## config.mk

```make
export PLATFORM = sky130hd
export DESIGN_NAME = acc_ctrl_regs
export DESIGN_NICKNAME = d
export VERILOG_FILES = /design/src/common/acc_pkg.sv /design/src/hdl/acc_gain_loop.sv /design/src/hdl/acc_ctrl_regs.sv
export SDC_FILE = /design/constraint.sdc
export NUM_CORES = 1
export LEC_CHECK = 0
export ABC_AREA = 1
export BUFFER_PORTS_ARGS = -buffer_cell sky130_fd_sc_hd__buf_2
export CORE_MARGIN = 2
export CORE_UTILIZATION = 60
export DETAILED_ROUTE_END_ITERATION = 10
export PLACE_DENSITY = 0.85
export SETUP_SLACK_MARGIN = 0.1
export SYNTH_ARGS = -nofsm -noshare
export SYNTH_HDL_FRONTEND = slang
export SYNTH_SLANG_ARGS = --single-unit
```

## constraint.sdc

```tcl
create_clock -name pclk -period 8 [get_ports pclk]
set_clock_uncertainty 0.05 [all_clocks]
set_input_delay 0.8 -clock pclk [delete_from_list [all_inputs] [get_ports pclk]]
set_output_delay 0.8 -clock pclk [all_outputs]
set_load 0.01 [all_outputs]
```

## src/common/acc_pkg.sv

```systemverilog
// Constants, field layouts and types of the codec control register bank
package acc_pkg;
	// ------------------------------------------------------------
	// Clock and time base
	// ------------------------------------------------------------
	localparam int unsigned CLK_HZ     = 40_000_000;
	localparam int unsigned MS_PER_SEC = 1000;
	localparam int unsigned CYC_PER_MS = CLK_HZ / MS_PER_SEC;

	// ------------------------------------------------------------
	// Register map: printed offsets are word indices
	// ------------------------------------------------------------
	localparam int unsigned ADDR_W   = 12;
	localparam logic [3:0]  IDX_CONV = 4'h0;
	localparam logic [3:0]  IDX_GAIN = 4'h1;
	localparam logic [3:0]  IDX_RSVD = 4'he;
	localparam int unsigned IDX_LSB  = 2;
	localparam int unsigned IDX_MSB  = 5;

	localparam logic [15:0] CONV_RESET = 16'h0000;
	localparam logic [15:0] CONV_WMASK = 16'hcf3f;
	localparam logic [15:0] GAIN_RESET = 16'hff00;
	localparam logic [15:0] GAIN_WMASK = 16'hffff;
	localparam logic [7:0]  RSVD_RESET = 8'hff;

	// ------------------------------------------------------------
	// Field layouts
	// ------------------------------------------------------------
	typedef enum logic [1:0] {
		FMT_I2S   = 2'b00,
		FMT_DSP   = 2'b01,
		FMT_RIGHT = 2'b10,
		FMT_LEFT  = 2'b11
	} acc_fmt_t;

	typedef struct packed {
		logic [1:0] adc_highpass_select;
		logic [1:0] rsv_hi;
		logic [1:0] sample_word_length;
		acc_fmt_t   serial_audio_format;
		logic [1:0] rsv_lo;
		logic [2:0] playback_rate_divider;
		logic [2:0] record_rate_divider;
	} acc_conv_cfg_t;

	typedef struct packed {
		logic       headset_input_mute;
		logic [6:0] headset_input_gain;
		logic [2:0] gain_loop_target_level;
		logic [3:0] gain_loop_time_constants;
		logic       gain_loop_enable;
	} acc_gain_cfg_t;

	typedef enum logic [0:0] {
		LOOP_IDLE  = 1'b0,
		LOOP_TRACK = 1'b1
	} acc_loop_state_t;

	// ------------------------------------------------------------
	// Decoded values (0.5 dB units, 1e-4 Fs units, half divisors)
	// ------------------------------------------------------------
	localparam logic signed [7:0] GAIN_MAX = 8'sh77;
	localparam logic signed [7:0] GAIN_MIN = 8'she8;
	localparam logic [7:0] HPF_C1 = 8'h2d;
	localparam logic [7:0] HPF_C2 = 8'h7d;
	localparam logic [7:0] HPF_C3 = 8'hfa;
	localparam logic [5:0] WL_16  = 6'h10;
	localparam logic [5:0] WL_20  = 6'h14;
	localparam logic [5:0] WL_24  = 6'h18;
	localparam logic [5:0] WL_32  = 6'h20;
	localparam logic [9:0] ATK_MS0 = 10'h008;
	localparam logic [9:0] ATK_MS1 = 10'h00b;
	localparam logic [9:0] ATK_MS2 = 10'h010;
	localparam logic [9:0] ATK_MS3 = 10'h014;
	localparam logic [9:0] DCY_MS0 = 10'h064;
	localparam logic [9:0] DCY_MS1 = 10'h0c8;
	localparam logic [9:0] DCY_MS2 = 10'h190;
	localparam logic [9:0] DCY_MS3 = 10'h1f4;

	// Rate divisor in half steps, shared by both converter fields
	function automatic logic [3:0] rate_half(input logic [2:0] code);
		case (code)
			3'h0:    rate_half = 4'h2;
			3'h1:    rate_half = 4'h3;
			3'h2:    rate_half = 4'h4;
			3'h3:    rate_half = 4'h6;
			3'h4:    rate_half = 4'h8;
			3'h5:    rate_half = 4'ha;
			3'h6:    rate_half = 4'hb;
			default: rate_half = 4'hc;
		endcase
	endfunction
endpackage

```

## src/hdl/acc_gain_loop.sv

```systemverilog
// Automatic gain loop stepping the headset input gain in 0.5 dB steps
`timescale 1ns/1ps
module acc_gain_loop
	import acc_pkg::*;
#(
	parameter int unsigned CYC_MS = CYC_PER_MS
) (
	// Clock and reset
	input  wire logic              pclk,
	input  wire logic              presetn,
	// Settings
	input  wire logic              enable,
	input  wire logic [3:0]        tconst,
	input  wire logic [7:0]        target_mag,
	input  wire logic signed [7:0] seed,
	// Measured level
	input  wire logic              level_valid,
	input  wire logic [7:0]        level_mag,
	// Applied gain
	output logic signed [7:0]      gain_q
);
	localparam int unsigned PW = $clog2(CYC_MS + 1);

	acc_loop_state_t state_q;
	logic [PW-1:0]   pre_q;
	logic [9:0]      wait_q;
	logic [7:0]      level_q;
	logic            seen_q;
	logic [9:0]      atk_ms;
	logic [9:0]      dcy_ms;
	logic            tick;
	logic            loud;
	logic            quiet;
	logic            step_dn;
	logic            step_up;
	int unsigned     since_q;

	always_comb begin
		case (tconst[1:0])
			2'h0:    atk_ms = ATK_MS0;
			2'h1:    atk_ms = ATK_MS1;
			2'h2:    atk_ms = ATK_MS2;
			default: atk_ms = ATK_MS3;
		endcase
		case (tconst[3:2])
			2'h0:    dcy_ms = DCY_MS0;
			2'h1:    dcy_ms = DCY_MS1;
			2'h2:    dcy_ms = DCY_MS2;
			default: dcy_ms = DCY_MS3;
		endcase
		// Millisecond tick from pclk, not from any sample rate
		tick    = (state_q == LOOP_TRACK) && (pre_q == PW'(CYC_MS - 1));
		loud    = seen_q && (level_q < target_mag);
		quiet   = seen_q && (level_q > target_mag);
		step_dn = tick && loud && (wait_q + 10'h001 >= atk_ms);
		step_up = tick && quiet && (wait_q + 10'h001 >= dcy_ms);
	end

	always_ff @(posedge pclk or negedge presetn) begin
		if (!presetn) begin
			state_q <= LOOP_IDLE;
		end else begin
			case (state_q)
				LOOP_IDLE:  state_q <= enable ? LOOP_TRACK : LOOP_IDLE;
				LOOP_TRACK: state_q <= enable ? LOOP_TRACK : LOOP_IDLE;
				default:    state_q <= LOOP_IDLE;
			endcase
		end
	end

	always_ff @(posedge pclk or negedge presetn) begin
		if (!presetn) begin
			pre_q  <= '0;
			wait_q <= 10'h000;
		end else if (state_q != LOOP_TRACK || tick) begin
			pre_q <= '0;
			if (state_q != LOOP_TRACK || step_dn || step_up ||
			    !(loud || quiet)) begin
				wait_q <= 10'h000;
			end else begin
				wait_q <= wait_q + 10'h001;
			end
		end else begin
			pre_q <= pre_q + PW'(1);
		end
	end

	always_ff @(posedge pclk or negedge presetn) begin
		if (!presetn) begin
			level_q <= 8'h00;
			seen_q  <= 1'b0;
		end else if (!enable) begin
			seen_q <= 1'b0;
		end else if (level_valid) begin
			level_q <= level_mag;
			seen_q  <= 1'b1;
		end
	end

	// Signed gain stays within +59.5 dB and -12 dB after the first clock; reset loads +63.5 dB
	always_ff @(posedge pclk or negedge presetn) begin
		if (!presetn) begin
			gain_q <= 8'sh7f;
		end else if (!enable) begin
			// Written codes above +59.5 dB start the loop at its ceiling
			gain_q <= (seed > GAIN_MAX) ? GAIN_MAX : seed;
		end else if (step_dn && gain_q > GAIN_MIN) begin
			gain_q <= gain_q - 8'sh01;
		end else if (step_up && gain_q < GAIN_MAX) begin
			gain_q <= gain_q + 8'sh01;
		end
	end

	always_ff @(posedge pclk or negedge presetn) begin
		if (!presetn) begin
			since_q <= 0;
		end else if (state_q != LOOP_TRACK || step_dn || step_up) begin
			since_q <= 0;
		end else begin
			since_q <= since_q + 1;
		end
	end

	chk_attack_spacing: assert property (
		@(posedge pclk) disable iff (!presetn)
		step_dn |-> (since_q + 1 >= 32'(atk_ms) * CYC_MS))
	else $error("gain dropped before the attack time");

	chk_decay_spacing: assert property (
		@(posedge pclk) disable iff (!presetn)
		step_up |-> (since_q + 1 >= 32'(dcy_ms) * CYC_MS))
	else $error("gain rose before the decay time");

	chk_gain_bounds: assert property (
		@(posedge pclk) disable iff (!presetn)
		enable && $past(enable) |-> gain_q <= GAIN_MAX && gain_q >= GAIN_MIN)
	else $error("loop gain outside its range");
endmodule

```

## src/hdl/acc_ctrl_regs.sv

```systemverilog
// Converter and headset gain control registers behind an APB slave
//
// Behaviour
// - High-pass code 00 is off; 01, 10, 11 give 0.0045, 0.0125, 0.025 Fs.
// - Word-length codes 00..11 give 16, 20, 24 and 32 bits.
// - Format codes 00..11 give I2S, DSP, right- and left-justified.
// - Playback rate codes 000, 100..111 divide by 1, 4, 5, 5.5 and 6.
// - Record rate codes 000..111 divide by 1, 1.5, 2, 3, 4, 5, 5.5, 6.
// - The headset mute bit mutes at 1, passes at 0 and resets to 1.
// - The seven-bit gain runs from 0 dB in 0.5 dB steps to 59.5 dB; higher codes pass to the stage, up to 63.5 dB.
// - With the loop on, the mute and gain fields read the applied gain.
// - The applied gain reads as signed 0.5 dB steps, +59.5 to -12 dB.
// - Target codes give -5.5, -8, -10, -12, -14, -17, -20, -24 dB.
// - Time constant low bits pick attack, high bits pick decay time.
// - Attack and decay times are fixed in absolute time.
// - Loop enable at 1 drives the gain stage from the loop, else fields.
//
// Register access over APB was chosen for this implementation.
`timescale 1ns/1ps
module acc_ctrl_regs
	import acc_pkg::*;
#(
	parameter int unsigned CYC_MS = CYC_PER_MS
) (
	// Clock and reset
	input  wire logic              pclk,
	input  wire logic              presetn,
	// APB slave
	input  wire logic              psel,
	input  wire logic              penable,
	input  wire logic              pwrite,
	input  wire logic [ADDR_W-1:0] paddr,
	input  wire logic [31:0]       pwdata,
	input  wire logic [3:0]        pstrb,
	output logic [31:0]            prdata,
	output logic                   pready,
	output logic                   pslverr,
	// Measured ADC level, 0.5 dB below full scale
	input  wire logic              level_valid,
	input  wire logic [7:0]        level_mag,
	// Converter settings
	output logic                   hpf_enable,
	output logic [7:0]             hpf_corner,
	output logic [5:0]             word_bits,
	output acc_fmt_t               audio_format,
	output logic [3:0]             dac_div_half,
	output logic [3:0]             adc_div_half,
	// Headset gain stage
	output logic                   pga_mute,
	output logic signed [7:0]      pga_gain,
	output logic                   agc_active
);
	// ------------------------------------------------------------
	// Storage and views
	// ------------------------------------------------------------
	logic [15:0]          conv_q;
	logic [15:0]          gain_q;
	logic [7:0]           rsvd_q;
	acc_conv_cfg_t        conv;
	acc_gain_cfg_t        gcfg;
	logic [7:0]           target_mag_q;
	logic signed [7:0]    loop_gain;

	logic                 access;
	logic                 take;
	logic                 hit;
	logic [3:0]           idx;
	logic [15:0]          rd_val;
	logic                 wr_conv;
	logic                 wr_gain;
	logic                 wr_rsvd;

	logic                 pready_q;
	logic                 pslverr_q;
	logic [31:0]          prdata_q;
	logic                 hpf_enable_q;
	logic [7:0]           hpf_corner_q;
	logic [5:0]           word_bits_q;
	acc_fmt_t             fmt_q;
	logic [3:0]           dac_half_q;
	logic [3:0]           adc_half_q;
	logic                 pga_mute_q;
	logic signed [7:0]    pga_gain_q;
	logic                 agc_active_q;

	// Byte-lane merge restricted to writable bits
	function automatic logic [15:0] merge(
		input logic [15:0] old,
		input logic [31:0] wd,
		input logic [3:0]  strb,
		input logic [15:0] wmask
	);
		logic [15:0] lanes;
		lanes = {{8{strb[1]}}, {8{strb[0]}}} & wmask;
		merge = (old & ~lanes) | (wd[15:0] & lanes);
	endfunction

	// ------------------------------------------------------------
	// APB decode
	// ------------------------------------------------------------
	always_comb begin
		conv   = acc_conv_cfg_t'(conv_q);
		gcfg   = acc_gain_cfg_t'(gain_q);
		idx    = paddr[IDX_MSB:IDX_LSB];
		hit    = (paddr[ADDR_W-1:IDX_MSB+1] == '0) &&
		         (idx == IDX_CONV || idx == IDX_GAIN || idx == IDX_RSVD);
		access = psel && penable;
		take   = access && pready_q;
		wr_conv = take && pwrite && (idx == IDX_CONV) && hit;
		wr_gain = take && pwrite && (idx == IDX_GAIN) && hit;
		wr_rsvd = take && pwrite && (idx == IDX_RSVD) && hit;
		case (idx)
			IDX_CONV: rd_val = conv_q;
			IDX_GAIN: begin
				// Loop on: upper byte is the applied signed gain
				rd_val = gcfg.gain_loop_enable ?
				         {loop_gain, gain_q[7:0]} : gain_q;
			end
			IDX_RSVD: rd_val = {rsvd_q, 8'h00};
			default:  rd_val = 16'h0000;
		endcase
	end

	// One wait state so read data can come from a flip-flop
	always_ff @(posedge pclk or negedge presetn) begin
		if (!presetn) begin
			pready_q  <= 1'b0;
			pslverr_q <= 1'b0;
			prdata_q  <= 32'h0000_0000;
		end else if (access && !pready_q) begin
			pready_q  <= 1'b1;
			pslverr_q <= !hit;
			prdata_q  <= (hit && !pwrite) ? {16'h0000, rd_val} : 32'h0;
		end else begin
			pready_q  <= 1'b0;
			pslverr_q <= 1'b0;
		end
	end

	// ------------------------------------------------------------
	// Registers
	// ------------------------------------------------------------
	always_ff @(posedge pclk or negedge presetn) begin
		if (!presetn) begin
			conv_q <= CONV_RESET;
		end else if (wr_conv) begin
			conv_q <= merge(conv_q, pwdata, pstrb, CONV_WMASK);
		end
	end

	// Written mute and gain are kept while the loop runs
	always_ff @(posedge pclk or negedge presetn) begin
		if (!presetn) begin
			gain_q <= GAIN_RESET;
		end else if (wr_gain) begin
			gain_q <= merge(gain_q, pwdata, pstrb, GAIN_WMASK);
		end
	end

	// Stored as written; software keeps it at all ones
	always_ff @(posedge pclk or negedge presetn) begin
		if (!presetn) begin
			rsvd_q <= RSVD_RESET;
		end else if (wr_rsvd && pstrb[1]) begin
			rsvd_q <= pwdata[15:8];
		end
	end

	// ------------------------------------------------------------
	// Converter setting decode
	// ------------------------------------------------------------
	always_ff @(posedge pclk or negedge presetn) begin
		if (!presetn) begin
			hpf_enable_q <= 1'b0;
			hpf_corner_q <= 8'h00;
		end else begin
			hpf_enable_q <= conv.adc_highpass_select != 2'b00;
			case (conv.adc_highpass_select)
				2'b01:   hpf_corner_q <= HPF_C1;
				2'b10:   hpf_corner_q <= HPF_C2;
				2'b11:   hpf_corner_q <= HPF_C3;
				default: hpf_corner_q <= 8'h00;
			endcase
		end
	end

	always_ff @(posedge pclk or negedge presetn) begin
		if (!presetn) begin
			word_bits_q <= WL_16;
		end else begin
			case (conv.sample_word_length)
				2'b00:   word_bits_q <= WL_16;
				2'b01:   word_bits_q <= WL_20;
				2'b10:   word_bits_q <= WL_24;
				default: word_bits_q <= WL_32;
			endcase
		end
	end

	// Rate ratio check for right-justified is left to software
	always_ff @(posedge pclk or negedge presetn) begin
		if (!presetn) begin
			fmt_q <= FMT_I2S;
		end else begin
			fmt_q <= conv.serial_audio_format;
		end
	end

	always_ff @(posedge pclk or negedge presetn) begin
		if (!presetn) begin
			dac_half_q <= 4'h2;
			adc_half_q <= 4'h2;
		end else begin
			dac_half_q <= rate_half(conv.playback_rate_divider);
			adc_half_q <= rate_half(conv.record_rate_divider);
		end
	end

	// ------------------------------------------------------------
	// Gain loop and gain stage
	// ------------------------------------------------------------
	always_ff @(posedge pclk or negedge presetn) begin
		if (!presetn) begin
			target_mag_q <= 8'h0b;
		end else begin
			case (gcfg.gain_loop_target_level)
				3'h0:    target_mag_q <= 8'h0b;
				3'h1:    target_mag_q <= 8'h10;
				3'h2:    target_mag_q <= 8'h14;
				3'h3:    target_mag_q <= 8'h18;
				3'h4:    target_mag_q <= 8'h1c;
				3'h5:    target_mag_q <= 8'h22;
				3'h6:    target_mag_q <= 8'h28;
				default: target_mag_q <= 8'h30;
			endcase
		end
	end

	acc_gain_loop #(
		.CYC_MS      (CYC_MS)
	) u_loop (
		.pclk        (pclk),
		.presetn     (presetn),
		.enable      (gcfg.gain_loop_enable),
		.tconst      (gcfg.gain_loop_time_constants),
		.target_mag  (target_mag_q),
		.seed        ({1'b0, gcfg.headset_input_gain}),
		.level_valid (level_valid),
		.level_mag   (level_mag),
		.gain_q      (loop_gain)
	);

	// Loop drives the stage when enabled, else the written fields
	always_ff @(posedge pclk or negedge presetn) begin
		if (!presetn) begin
			pga_mute_q   <= 1'b1;
			pga_gain_q   <= 8'sh7f;
			agc_active_q <= 1'b0;
		end else if (gcfg.gain_loop_enable) begin
			pga_mute_q   <= 1'b0;
			pga_gain_q   <= loop_gain;
			agc_active_q <= 1'b1;
		end else begin
			pga_mute_q   <= gcfg.headset_input_mute;
			pga_gain_q   <= {1'b0, gcfg.headset_input_gain};
			agc_active_q <= 1'b0;
		end
	end

	always_comb begin
		prdata       = prdata_q;
		pready       = pready_q;
		pslverr      = pslverr_q;
		hpf_enable   = hpf_enable_q;
		hpf_corner   = hpf_corner_q;
		word_bits    = word_bits_q;
		audio_format = fmt_q;
		dac_div_half = dac_half_q;
		adc_div_half = adc_half_q;
		pga_mute     = pga_mute_q;
		pga_gain     = pga_gain_q;
		agc_active   = agc_active_q;
	end

	// ------------------------------------------------------------
	// Checks
	// ------------------------------------------------------------
	chk_hpf_corner: assert property (
		@(posedge pclk) disable iff (!presetn)
		conv.adc_highpass_select == 2'b10 |=>
		hpf_enable && hpf_corner == 8'h7d)
	else $error("high-pass corner mismatch");

	chk_word_len: assert property (
		@(posedge pclk) disable iff (!presetn)
		conv.sample_word_length == 2'b01 |=> word_bits == 6'h14)
	else $error("word length mismatch");

	chk_format_sel: assert property (
		@(posedge pclk) disable iff (!presetn)
		wr_conv && pstrb[1] && pwdata[9:8] == 2'b10 |=>
		##1 audio_format == FMT_RIGHT)
	else $error("format not applied after write");

	chk_dac_rate: assert property (
		@(posedge pclk) disable iff (!presetn)
		conv.playback_rate_divider == 3'h1 |=> dac_div_half == 4'h3)
	else $error("playback divisor mismatch");

	chk_adc_rate: assert property (
		@(posedge pclk) disable iff (!presetn)
		conv.record_rate_divider == 3'h6 |=> adc_div_half == 4'hb)
	else $error("record divisor mismatch");

	chk_gain_manual: assert property (
		@(posedge pclk) disable iff (!presetn)
		!gcfg.gain_loop_enable |=>
		pga_mute == $past(gcfg.headset_input_mute) &&
		pga_gain == $signed({1'b0, $past(gcfg.headset_input_gain)}))
	else $error("gain stage does not follow written fields");

	chk_agc_readback: assert property (
		@(posedge pclk) disable iff (!presetn)
		access && !pready_q && !pwrite && hit && idx == IDX_GAIN &&
		gcfg.gain_loop_enable |=> prdata[15:8] == $past(loop_gain))
	else $error("gain readback is not the applied gain");

	chk_target_level: assert property (
		@(posedge pclk) disable iff (!presetn)
		gcfg.gain_loop_target_level == 3'h5 |=> target_mag_q == 8'h22)
	else $error("target level mismatch");

	chk_apb_wait: assert property (
		@(posedge pclk) disable iff (!presetn)
		access && !pready_q |=> pready && pslverr == !$past(hit))
	else $error("bus answer late or wrong");
endmodule

```

==> results.sh <==
export IMPL_synth_cell_types=53
export IMPL_vias=5414
export IMPL_drtPass1Iterations=5
export IMPL_drive_gt1_share_pct=24.1
export IMPL_synth_ff_type="dfrtp_1"
export IMPL_synth_cells=777
export IMPL_clkLatencyLatePin_ns=0.42
export IMPL_synth_edf_count=0
export IMPL_ys_seq_area_share_pct=48.8
export IMPL_async_flop_share_pct=100
export IMPL_htreeDepth=4
export IMPL_fmax_mhz=270
export IMPL_gp_congestion=0.890
export IMPL_core_area_um2=11300
export IMPL_worstMarginPinSlew_ns=0.947
export IMPL_slowest_delay_ns=0.45
export IMPL_clockBufferDepth=2
export IMPL_leakage_nw=4.02
export IMPL_antenna_found_initial=0
export IMPL_finalHoldViolCount=0
export IMPL_drt_vias_per_instance=5.30
export IMPL_cpMostUsedCell="nand2_1"
export IMPL_power_density_nw_per_um2=183
export IMPL_drv_slew=0
export IMPL_rows=39
export IMPL_port_buffers=92
export IMPL_drcViolationCount=0
export IMPL_cap_violations=0
export IMPL_drtIter0Drc=376
export IMPL_fp_dieW_um=111
export IMPL_cts_root_buf="clkbuf_16"
export IMPL_overflow=0
export IMPL_clock_sinks=132
export IMPL_multi_input_area_um2=2860
export IMPL_fin_crit_ns=3.71
export IMPL_end_kind="flip-flop"
export IMPL_finalCritPeriodShare_pct=46.4
export IMPL_wl_per_cell_um=14.4
export IMPL_finalInstanceArea_um2=7880
export IMPL_post_cts_buffers=0
export IMPL_worstSetupPathType="flip-flop to flip-flop"
export IMPL_status="finished, final reports clean"
export IMPL_path_clk_slew_ns=0.06
export IMPL_cts_buffers=17
export IMPL_synth_seq_cells=132
export IMPL_antenna_cells=0
export IMPL_grt_max_degree=69
export IMPL_die_area_um2=12300
export IMPL_hold_class="flip-flop to flip-flop"
export IMPL_finalSetupTns_ns=0
export IMPL_grt_pass1_wl_um=24900
export IMPL_cts_resized=0
export IMPL_synth_avg_cell_area_um2=8.84
export IMPL_nets=964
export IMPL_crit_arrival_ns=4.01
export IMPL_rsz0062_at_grt="false"
export IMPL_grt_use_total_pct=25.6
export IMPL_initial_core_util_pct=60.9
export IMPL_ctsHoldBuffers=0
export IMPL_routed_wl_um=14700
export IMPL_ant_nets=0
export IMPL_critPathMaxFanout=6
export IMPL_die_h_um=111
export IMPL_finalSetupViolations=0
export IMPL_peakVddDrop_mv=0.177
export IMPL_register_area_um2=3350
export IMPL_relSlewSlack_pct=36.5
export IMPL_fillCellCount=847
export IMPL_cp_required_ns=8.30
export IMPL_ios=131
export IMPL_grt_pass1_vias=5301
export IMPL_ys_warn_count=0
export IMPL_area_growth_pct=14.8
export IMPL_start_kind="flip-flop"
export IMPL_slowest_stage="dfrtp_1"
export IMPL_cts_tree="built"
export IMPL_dp_final_hpwl_um=10400
export IMPL_place_area_um2=7320
export IMPL_synth_area_um2=6870
critical path: cells and delay by family (launching register included):
family | cells | cell delay, ns
buf+inv | 4 | 0.31
fa+ha+maj | 3 | 0.89
flops | 1 | 0.45
compound gates | 3 | 0.46
simple gates | 18 | 1.48
power by group:
group          total (mW)  internal [mW]  switching (mW)
Combinational      0.0379         0.0101          0.0277
Sequential          0.670          0.670        0.000355
Clock               0.737          0.446           0.292
Total                1.45           1.13           0.320
path summary, 6_finish.rpt:
check / startpoint / to / slack [ns] / cells after the start
min: flip-flop / audio_format[0] / 0.38 / 0
min in group asynchronous: presetn / async pin / 0.41 / 1
max reg2reg: u_loop.wait_q[0] / u_loop.gain_q[5] / 4.29 / 28
max in group asynchronous: presetn / pga_gain[7] / 6.18 / 2
max: u_loop.wait_q[0] / u_loop.gain_q[5] / 4.29 / 28
min reg2reg: flip-flop / audio_format[0] / 0.38 / 0
cells in the final DEF, fill, tap and decap left out, types with 3 or more instances in the layout:
cell / Yosys / layout
a21oi_1: 37 / 37
buf_2: 4 / 91
clkbuf_1: 11 / 3
clkbuf_16: 0 / 17
clkinv_4: 0 / 3
clkinvlp_4: 0 / 3
conb_1: 1 / 18
dfrtp_1: 95 / 95
dfstp_2: 37 / 37
ha_1: 35 / 35
inv_1: 119 / 119
mux2_2: 11 / 11
nand2_1: 137 / 137
nand2_2: 12 / 12
nand3_1: 38 / 38
nand3_2: 4 / 4
nand4_1: 15 / 15
nor2_1: 59 / 59
nor2_2: 6 / 6
nor3_1: 12 / 12
o211ai_1: 10 / 10
o21ai_0: 50 / 50
o21ai_1: 11 / 11
o21ai_2: 7 / 7
o22ai_1: 4 / 4
xor2_1: 3 / 3
metrics by stage:
stage | setup slack [ns] | power [mW] | util [%] | std cells | hold WS [ns]
2_1_floorplan | 4.85 | 0.698 | - | 794 | 0.324
3_3_place_gp | 4.32 | 0.719 | 64.9 | 990 | 0.355
3_5_place_dp | 4.24 | 0.720 | 64.9 | 990 | 0.355
4_1_cts | 4.34 | 1.46 | 69.9 | 1022 | 0.375
5_1_grt | 3.85 | 1.49 | 69.9 | 1022 | 0.380
6_report | 4.29 | 1.45 | 69.9 | 1022 | 0.377
cell usage after synthesis, types with 12 or more instances:
cell type	instances	area [um^2]
nand2_2	12	75.1
buf_4	22	165
ha_1	35	438
dfrtp_1	95	2380
nor3_1	12	60.1
inv_1	119	447
a21oi_1	37	185
nand4_1	15	93.8
nor2_1	59	221
o21ai_0	50	250
nand2_1	137	514
nand3_1	38	190
dfstp_2	37	972
cells by family (layout without fill, tap and decap cells):
group | count (synthesis) | after routing | synth area share, %
simple gates | 298 | 298 | 20.3
mux | 13 | 13 | 2.10
flops | 132 | 132 | 48.8
compound gates | 131 | 131 | 10.9
xor+xnor | 4 | 4 | 0.784
other cells | 1 | 18 | 0.0546
buf+inv | 162 | 247 | 10.5
fa+ha+maj | 36 | 36 | 6.67
final cells by class:
| type | instances | share of cell area [%] |
|---|---|---|
| tap | 143 | 2.27 |
| multi-input combinational | 500 | 36.3 |
| timing repair buffer | 93 | 5.97 |
| clock buffer | 22 | 5.89 |
| clock inverter | 10 | 1.29 |
| sequential | 132 | 42.5 |
| inverter | 122 | 5.81 |
routing by layer:
| metal | vias to the layer above | track usage (%) | routed length (um) |
|---|---|---|---|
| met5 | - | 0 | 0 |
| met4 | 0 | 7.50 | 177 |
| met3 | 21 | 7.60 | 915 |
| met2 | 161 | 40.8 | 7050 |
| met1 | 2566 | 34.2 | 6540 |
| li1 | 2666 | - | - |
No activity file was read; power rests on OpenSTA's default activity.
